--- src/fspg_params.svh ---
// Purpose: constants for the flash self programming mode guard
// Assumes: 32-bit Avalon-MM word registers, word addresses
// Notes:   offsets are word aligned
`ifndef FSPG_PARAMS_SVH
`define FSPG_PARAMS_SVH
`define FSPG_OFS_CMD      4'h0
`define FSPG_OFS_STATUS   4'h1
`define FSPG_OFS_PROTCMD  4'h2
`define FSPG_OFS_MODECTL  4'h3
`define FSPG_OFS_PSEL     4'h4
`define FSPG_OFS_BLKREQ   4'h5
`define FSPG_OFS_CONFIG   4'h6
`define FSPG_KEY          8'ha5
`define FSPG_MODE_SELF    8'h01
`define FSPG_MODE_NORM    8'h00
`define FSPG_PSEL_RST     5'h1f
`define FSPG_ERR_BIT      0
`define FSPG_DENY_BIT     1
`endif

--- src/fspg_pkg.sv ---
// Purpose: types for the flash self programming mode guard
// Assumes: nothing
// Notes:   states of the protected write sequence
package fspg_pkg;
	typedef enum logic [1:0] {
		FSPG_IDLE,
		FSPG_KEYED,
		FSPG_FIRST,
		FSPG_SECOND
	} fspg_seq_t;
endpackage

--- src/fspg_protect_decode.sv ---
// Purpose: decode the protect select code into a per-block protect mask
// Assumes: select code held steady by the caller
// Notes:   prohibited codes protect nothing, flagged as illegal
`timescale 1ns/100ps
`include "fspg_params.svh"
module fspg_protect_decode (
	input  wire logic [4:0]  sel,
	input  wire logic        big_array,
	output logic      [15:0] prot_mask,
	output logic             illegal
);
	wire logic [3:0] top_blk;
	wire logic       code_ok;
	// sixteen blocks: code 01kkk protects 0..15-2k; eight: 011kk protects 0..7-2kk
	assign code_ok = big_array ? (sel[4:3] == 2'b01)
	                           : (sel[4:2] == 3'b011);
	assign top_blk = big_array ? 4'(4'hf - {sel[2:0], 1'b0})
	                           : 4'(4'h7 - {1'b0, sel[1:0], 1'b0});
	assign illegal = !code_ok && (sel != `FSPG_PSEL_RST);
	genvar i;
	generate
		for (i = 0; i < 16; i++) begin : g_blk
			assign prot_mask[i] = code_ok && (4'(i) <= top_blk);
		end
	endgenerate
endmodule

--- src/fspg_guard.sv ---
// Purpose: self programming mode guard with protected mode-change sequence
// Assumes: Avalon-MM slave, one wait state per access, synchronous active-high reset
// Notes:   erase/write execution lives elsewhere; this block grants or denies it
`timescale 1ns/100ps
`include "fspg_params.svh"
module fspg_guard (
	input  wire logic        clk_sys,
	input  wire logic        rst,
	input  wire logic [3:0]  avs_address,
	input  wire logic        avs_read,
	input  wire logic        avs_write,
	input  wire logic [31:0] avs_writedata,
	input  wire logic [3:0]  avs_byteenable,
	output logic      [31:0] avs_readdata,
	output logic             avs_waitrequest,
	output logic             self_prog_mode,
	output logic      [15:0] prot_mask,
	output logic             blk_grant,
	output logic             blk_deny
);
	fspg_pkg::fspg_seq_t seq_reg, seq_next;
	logic [7:0]  mode_reg, mode_next;
	logic [7:0]  pend_reg, pend_next;
	logic [7:0]  cmd_reg;
	logic [4:0]  psel_reg;
	logic        big_reg;
	logic        err_reg, err_next;
	logic        deny_flag_reg, deny_flag_next;
	logic [31:0] rdata_next;
	logic [15:0] prot_mask_next;
	logic        wait_reg;

	wire logic        acc;
	wire logic        wr;
	wire logic [7:0]  wbyte;
	wire logic        wr_key;
	wire logic        wr_mode;
	wire logic        wr_status;
	wire logic        wr_blk;
	wire logic [15:0] dec_mask;
	wire logic        dec_illegal;
	wire logic        blk_hit;
	wire logic        seq_ok;
	wire logic        seq_bad;
	wire logic        self_next;

	function automatic logic hit(input logic [3:0] a, input logic [3:0] ofs);
		hit = (a == ofs);
	endfunction

	fspg_protect_decode u_dec (
		.sel       (psel_reg),
		.big_array (big_reg),
		.prot_mask (dec_mask),
		.illegal   (dec_illegal)
	);

	// one wait cycle per access so every answer comes from a flop
	// read data launches with waitrequest low, so both stand at the taking edge
	assign acc       = (avs_read || avs_write) && !wait_reg;
	assign wr        = avs_write && wait_reg;
	assign wbyte     = avs_byteenable[0] ? avs_writedata[7:0] : 8'h00;
	assign wr_key    = wr && hit(avs_address, `FSPG_OFS_PROTCMD);
	assign wr_mode   = wr && hit(avs_address, `FSPG_OFS_MODECTL);
	assign wr_status = wr && hit(avs_address, `FSPG_OFS_STATUS);
	assign wr_blk    = wr && hit(avs_address, `FSPG_OFS_BLKREQ);
	// any other register write inside the sequence breaks it
	assign seq_bad   = wr && !wr_mode && (seq_reg != fspg_pkg::FSPG_IDLE);
	assign seq_ok    = wr_mode && (seq_reg == fspg_pkg::FSPG_SECOND)
	                   && (wbyte == pend_reg)
	                   && ((pend_reg == `FSPG_MODE_SELF) || (pend_reg == `FSPG_MODE_NORM));
	assign blk_hit   = dec_mask[wbyte[3:0]] && self_prog_mode;

	always_comb begin
		seq_next  = seq_reg;
		mode_next = mode_reg;
		pend_next = pend_reg;
		err_next  = err_reg;
		if (wr_key) begin
			seq_next = fspg_pkg::FSPG_KEYED;
		end else if (seq_bad) begin
			seq_next = fspg_pkg::FSPG_IDLE;
			err_next = 1'b1;
		end else if (wr_mode) begin
			// mode control holds its value until the third write
			case (seq_reg)
				fspg_pkg::FSPG_KEYED: begin
					pend_next = wbyte;
					seq_next  = fspg_pkg::FSPG_FIRST;
				end
				fspg_pkg::FSPG_FIRST: begin
					seq_next = (wbyte == ~pend_reg) ? fspg_pkg::FSPG_SECOND
					                                : fspg_pkg::FSPG_IDLE;
					err_next = err_reg || (wbyte != ~pend_reg);
				end
				fspg_pkg::FSPG_SECOND: begin
					seq_next = fspg_pkg::FSPG_IDLE;
					if (seq_ok) begin
						mode_next = wbyte;
					end else begin
						err_next = 1'b1;
					end
				end
				default: begin
					err_next = 1'b1;
				end
			endcase
		end
		// set wins over clear: only a clear with no error event this cycle drops it
		if (wr_status && !wbyte[`FSPG_ERR_BIT] && !seq_bad) begin
			err_next = 1'b0;
		end
	end

	always_comb begin
		deny_flag_next = deny_flag_reg;
		if (wr_blk && blk_hit) begin
			deny_flag_next = 1'b1;
		end else if (wr_status && !wbyte[`FSPG_DENY_BIT]) begin
			deny_flag_next = 1'b0;
		end
	end

	always_comb begin
		rdata_next = 32'h0000_0000;
		case (avs_address)
			`FSPG_OFS_CMD:     rdata_next = {24'h000000, cmd_reg};
			`FSPG_OFS_STATUS:  rdata_next = {30'h0, deny_flag_reg, err_reg};
			`FSPG_OFS_MODECTL: rdata_next = {24'h000000, mode_reg};
			`FSPG_OFS_PSEL:    rdata_next = {27'h0, psel_reg};
			`FSPG_OFS_CONFIG:  rdata_next = {30'h0, dec_illegal, big_reg};
			default:           rdata_next = 32'h0000_0000;
		endcase
	end

	// mask follows the next mode so it never outlives self programming by a cycle
	assign self_next      = (mode_next == `FSPG_MODE_SELF);
	assign prot_mask_next = self_next ? dec_mask : 16'h0000;

	always_ff @(posedge clk_sys) begin
		if (rst) begin
			seq_reg  <= fspg_pkg::FSPG_IDLE;
			mode_reg <= `FSPG_MODE_NORM;
			pend_reg <= 8'h00;
			err_reg  <= 1'b0;
			deny_flag_reg <= 1'b0;
		end else begin
			seq_reg  <= seq_next;
			mode_reg <= mode_next;
			pend_reg <= pend_next;
			err_reg  <= err_next;
			deny_flag_reg <= deny_flag_next;
		end
	end

	always_ff @(posedge clk_sys) begin
		if (rst) begin
			cmd_reg  <= 8'h00;
			psel_reg <= `FSPG_PSEL_RST;
			big_reg  <= 1'b1;
		end else begin
			if (wr && hit(avs_address, `FSPG_OFS_CMD)) begin
				cmd_reg <= wbyte;
			end
			if (wr && hit(avs_address, `FSPG_OFS_PSEL)) begin
				psel_reg <= wbyte[4:0];
			end
			if (wr && hit(avs_address, `FSPG_OFS_CONFIG)) begin
				big_reg <= wbyte[0];
			end
		end
	end

	always_ff @(posedge clk_sys) begin
		if (rst) begin
			wait_reg        <= 1'b0;
			avs_waitrequest <= 1'b1;
			avs_readdata    <= 32'h0000_0000;
			self_prog_mode  <= 1'b0;
			prot_mask       <= 16'h0000;
			blk_grant       <= 1'b0;
			blk_deny        <= 1'b0;
		end else begin
			wait_reg        <= acc;
			avs_waitrequest <= !acc;
			avs_readdata    <= (acc && avs_read) ? rdata_next : 32'h0000_0000;
			self_prog_mode  <= self_next;
			prot_mask       <= prot_mask_next;
			blk_grant       <= wr_blk && !blk_hit;
			blk_deny        <= wr_blk && blk_hit;
		end
	end
endmodule

--- config.mk ---
export PLATFORM = sky130hd
export DESIGN_NAME = fspg_guard
export DESIGN_NICKNAME = d
export VERILOG_FILES = /design/src/fspg_pkg.sv /design/src/fspg_protect_decode.sv /design/src/fspg_guard.sv
export VERILOG_INCLUDE_DIRS = /design/src /design/src/src
export SDC_FILE = /design/constraint.sdc
export NUM_CORES = 1
export LEC_CHECK = 0
export BUFFER_PORTS_ARGS = -buffer_cell sky130_fd_sc_hd__buf_4
export CORE_MARGIN = 2
export CORE_UTILIZATION = 50
export CTS_CLUSTER_SIZE = 10
export DETAILED_ROUTE_END_ITERATION = 12
export GPL_ROUTABILITY_DRIVEN = 0
export PLACE_DENSITY_LB_ADDON = 0.25
export SLEW_MARGIN = 25
export SYNTH_ARGS = -nofsm -noshare
export SYNTH_HDL_FRONTEND = slang
export SYNTH_SLANG_ARGS = --single-unit
--- constraint.sdc ---
create_clock -name clk_sys -period 6.3 [get_ports clk_sys]
set_clock_uncertainty 0.05 [all_clocks]
set_input_delay 1.26 -clock clk_sys [delete_from_list [all_inputs] [get_ports clk_sys]]
set_output_delay 1.26 -clock clk_sys [all_outputs]
set_load 0.01 [all_outputs]
[After elaboration in Yosys (flattened, before gate mapping)]
Cells that the tools add are included.
Word-level totals
  bits in registers: 87
  bits of input ports: 44
  output and inout bits: 52
Cells by class
  $add $sub $neg: 2
  $lt $le $gt $ge: 17
  eq/ne operators: 19
  multiplexer cells: 22
  bitwise gates (word level): 5
  reductions and logical operators: 65
Operator list (number)
  8-bit two-way mux: 6
  8-bit one-hot mux with 5 select lines: 1
  1-bit logical AND: 38
  4-bit <= comparator, first input constant: 8
  8-bit by 1-bit == test with 1-bit output, second input constant: 2
  8-bit == test: 2
  3-bit by 4-bit <= comparator with 1-bit output, first input constant: 4
  4-bit by 3-bit == test with 1-bit output, second input constant: 3
  1-bit two-way mux: 10
  4-bit by 2-bit == test with 1-bit output, second input constant: 2
  1-bit by 4-bit <= comparator with 1-bit output, first input constant: 2
  2-bit by 4-bit <= comparator with 1-bit output, first input constant: 2
  1-bit zero test: 8
  8-bit zero test: 1
  8-bit inequality test: 1
  8-bit inverter: 1
  4-bit AND reduction: 2
  2-bit one-hot mux with 3 select lines: 1
  2-bit nonzero test: 3
  3-bit nonzero test: 2
  2-bit OR reduction: 3
  4-bit by 5-bit < comparator with 1-bit output, second input constant: 1
  5-bit inequality test, second input constant: 1
  5-bit nonzero test: 1
  other kinds (17): 25

[Depth between registers and ports, before layout]
  depth after elaboration: 13
  gate-level depth with buffers: 8

[By module]
From an unflattened synthesis, not the netlist that was laid out.
Second synthesis, totals
  cell total of the unflattened synthesis: 390
  area total of the unflattened synthesis: 3285.7 µm²
Modules (own cells, without submodules)
  fspg_guard: times used 1, cells each 363, area an instance 3123.0 µm², sequential area each 1261.2 µm²
  fspg_protect_decode: times used 1, cells each 27, area an instance 162.7 µm², sequential area each 0.0 µm²

[Least setup slack after synthesis]
OpenSTA, ideal clock, no wires.
  kind: input port to flip-flop
  from: input port avs_writedata[4]
  to: register prot_mask[12]
  library setup time: 0.103 ns
  arrival time: 3.023 ns
  slack: 3.124 ns
  stages on the path: 6
  buffers on the path: 1
  cell sequence: nor2b_1 > or4b_1 > a32o_1 > or3_1 > buf_4 > a2111oi_2
On the way
  longest elaborated chain between the ends: 12
RTL lines
  from (decl): line fspg_guard.sv:12  | input wire logic [31:0] avs_writedata,
  8-bit two-way mux *: line fspg_guard.sv:62  | assign wbyte = avs_byteenable[0] ? avs_writedata[7:0] : 8'h00;
  8-bit == test: line fspg_guard.sv:70  | && (wbyte == pend_reg)
  1-bit logical AND: line fspg_guard.sv:70
  1-bit logical AND: line fspg_guard.sv:69  | assign seq_ok = wr_mode && (seq_reg == fspg_pkg::FSPG_SECOND)
  8-bit two-way mux *: line fspg_guard.sv:98  | if (seq_ok) begin
  8-bit two-way mux *: line fspg_guard.sv:86  | case (seq_reg)
  8-bit two-way mux *: line fspg_guard.sv:84  | end else if (wr_mode) begin
  8-bit two-way mux *: line fspg_guard.sv:81  | end else if (seq_bad) begin
  8-bit two-way mux *: line fspg_guard.sv:79  | if (wr_key) begin
  8-bit by 1-bit == test with 1-bit output (no source line) *
  1-bit inverter (no source line) *
  2-bit OR reduction (no source line) *
  to (signal assigned): line fspg_guard.sv:188  | prot_mask <= prot_mask_next;
  to (decl): line fspg_guard.sv:17  | output logic [15:0] prot_mask,
Every way passes the cells marked *; elsewhere a longest branch is shown, timed or not.
A chain may end at the register's enable or synchronous reset.

[Final worst setup path]
  from: input port avs_byteenable[0]
  to: register prot_mask[13]
On the way
  longest elaborated chain between the ends: 12
RTL lines
  from (decl): line fspg_guard.sv:13  | input wire logic [3:0] avs_byteenable,
  8-bit two-way mux *: line fspg_guard.sv:62
  8-bit == test: line fspg_guard.sv:70
  1-bit logical AND: line fspg_guard.sv:70
  1-bit logical AND: line fspg_guard.sv:69
  8-bit two-way mux *: line fspg_guard.sv:98
  8-bit two-way mux *: line fspg_guard.sv:86
  8-bit two-way mux *: line fspg_guard.sv:84
  8-bit two-way mux *: line fspg_guard.sv:81
  8-bit two-way mux *: line fspg_guard.sv:79
  8-bit by 1-bit == test with 1-bit output (no source line) *
  1-bit inverter (no source line) *
  2-bit OR reduction (no source line) *
Marked as above.

==> flow_summary.json <==
{
  "worst_pin_slew_ns": 0.6681,
  "rsz0062_at_grt": "no",
  "finish.instance_area_sq_um": 3488,
  "largest-register": "prot_mask",
  "drtIter0Drc": 147,
  "ff2ff_path_depth": 5,
  "tritoncts": "yes",
  "ctsHoldBuffers": 0,
  "min_path_cells": 2,
  "stdcell_count": 473,
  "cts_root_buf": "clkbuf_8",
  "die-area_sq_um": 6731,
  "portBuffers": 44,
  "num_rows": 28,
  "postSynthAreaPerCell_sq_um": 8.390,
  "antenna_left": 0,
  "drv_slew": 0,
  "syn_inst": 363,
  "clockBufferDepth": 2,
  "grt_pass1_wl_mm": 10.95,
  "ys_seq_area_share_pct": 41.41,
  "drc": 0,
  "path_clk_slew_ns": 0.07,
  "pre_cts_ws_ns": 2.537,
  "antenna_cells": 0,
  "status": "completed",
  "grt-ovfl-total": 0,
  "grt.total_usage_pct": 21.65,
  "crit-reg2reg-launch": "pend_reg[4]",
  "io_pins": 96,
  "path_class": "in -> reg",
  "syn_area_sq_um": 3045,
  "drive_gt1_share_pct": 17.84,
  "yosys_most_used_dff": "dfxtp_1",
  "required_ns": 6.48,
  "synth.most_common_cell": "dfxtp_1",
  "slew_headroom_pct": 55.30,
  "drt_first_pass_iters": 5,
  "ir_worst_vdd_mv": 0.1529,
  "syn2layout_area_growth_pct": 14.54,
  "numCtsBuffers": 9,
  "wire_per_inst_um": 14.46,
  "end_kind": "flop",
  "final_nets": 437,
  "start_kind": "primary input",
  "synth-warning-count": 0,
  "grt_pass1_vias": 2284,
  "min_path_type": "reg -> reg",
  "largest_reg_flops": 16,
  "crit_fanout": 40,
  "die_h_um": 82.05,
  "synth_cell_type_count": 54,
  "routed_wl_mm": 6.839,
  "min_from": "cmd_reg[6]",
  "async_flop_share_pct": 0,
  "insertion_delay_ns": 0.34,
  "dp_cells": 457,
  "fin_crit_ns": 3.426,
  "cp-startpoint": "avs_byteenable[0]",
  "fmax_mhz": 291.9,
  "htree_levels": 3,
  "period_share_pct": 54.38,
  "synth.largest_area_cell": "dfxtp_1",
  "ys_ff_latch": 63,
  "die_w_um": 82.05,
  "initial_utilization_pct": 51.44,
  "core_area_sq_um": 5921,
  "setup-violations-final": 0,
  "finalPower_uw": 827.1,
  "power_leakage_uw": 0.001303,
  "post_cts_buffers": 0,
  "synthTopCellsByArea": "dfxtp_1 41%, buf_4 6.2%, nand2_1 5.5%",
  "worst_slack_ns": 2.874,
  "max_cap_viol_count": 0,
  "cts_resized": 0,
  "grt_max_degree": 41,
  "cts_sinks": 63,
  "synth.top_cell.area_share_pct": 41.41,
  "dr_total_vias": 2681,
  "crit_arrival_ns": 3.61,
  "post_dp_cell_area_sq_um": 3283,
  "netlist_top_cells_count": "63 x dfxtp_1, 45 x nand2_1, 25 x a21oi_1, 25 x buf_4, 24 x nand3_1",
  "synth_edf_count": 0,
  "hpwl_mm": 4.770,
  "fin_setup_tns_ns": 0,
  "hold_viol_final": 0,
  "vias_per_cell": 5.668,
  "powerDensity_nw_per_um2": 237.1,
  "antenna_found_initial": 0
}
[path summary, 6_finish.rpt]
| kind | endpoint | slack (ns) |
|---|---|---|
| worst max-delay path | prot_mask[13] | 2.87 |
| worst min-delay path | cmd_reg[6] | 0.41 |
| worst max register to register | prot_mask[13] | 3.60 |
| worst min register to register | cmd_reg[6] | 0.41 |
[worst max-delay path, stage by stage]
cell	delay, ns
buf_4	0.30
nand2_1	0.08
or4b_1	0.52
a32o_1	0.31
or3_1	0.66
a2111oi_2	0.46
[through the flow]
| step | hold WS, ns | utilization, % |
|---|---|---|
| floorplan | 0.3859 | - |
| global placement | 0.3976 | 55.45 |
| detailed placement | 0.4000 | 55.45 |
| CTS | 0.4087 | 58.92 |
| global route | 0.4326 | 58.92 |
| finish | 0.4074 | 58.92 |
[layer usage]
| layer | vias up | track usage, % | share of wire, % |
|---|---|---|---|
| li1 | 1334 | - | - |
| met1 | 1244 | 29.09 | 46 |
| met2 | 94 | 32.03 | 44 |
| met3 | 9 | 6.484 | 7.6 |
| met4 | 0 | 9.333 | 1.7 |
| met5 | - | 0 | 0 |
[kinds of logic after synthesis]
logic type                Yosys count  synth area share, %
other                               1               0.1231
DFF                                63                41.41
buffers and inverters              56                10.31
AOI/OAI and AO/OA                  88                20.67
xor gates and xnor gates            4                1.150
and+or+nand+nor                   150                25.97
muxes                               1               0.3697
[area by class of cell]
class                      instances  area [sq um]
clock inverter                     4         70.07
tap                               75         93.84
sequential                        63          1261
multi-input combinational        267          1556
fill                             566          2432
inverter                           5         18.77
clock buffer                      12         135.1
timing repair buffer              47         352.8
[cell usage in the layout (no fill, tap or decap), types with 4 or more instances in the layout]
cell / count
dfxtp_1: 63
buf_4: 47
nand2_1: 45
a21oi_1: 25
nand3_1: 24
conb_1: 24
nor2_1: 23
o21ai_0: 13
clkbuf_8: 9
and2_1: 8
nor4bb_1: 7
nand4_1: 7
a211oi_1: 7
a22oi_1: 6
nor2b_1: 5
nand2b_1: 5
a32oi_1: 5
xor2_1: 4
nor4_1: 4
or3_1: 4
inv_1: 4
a211oi_2: 4
nor3_1: 4
[report_power, final]
group | switching (uW) | internal, uW | leakage (uW)
logic | 36.8 | 16.5 | 0.000691
clock network | 151 | 222 | 0.000104
registers | 1.24 | 400 | 0.000508
Note: power is estimated with default switching activity, not from simulation.
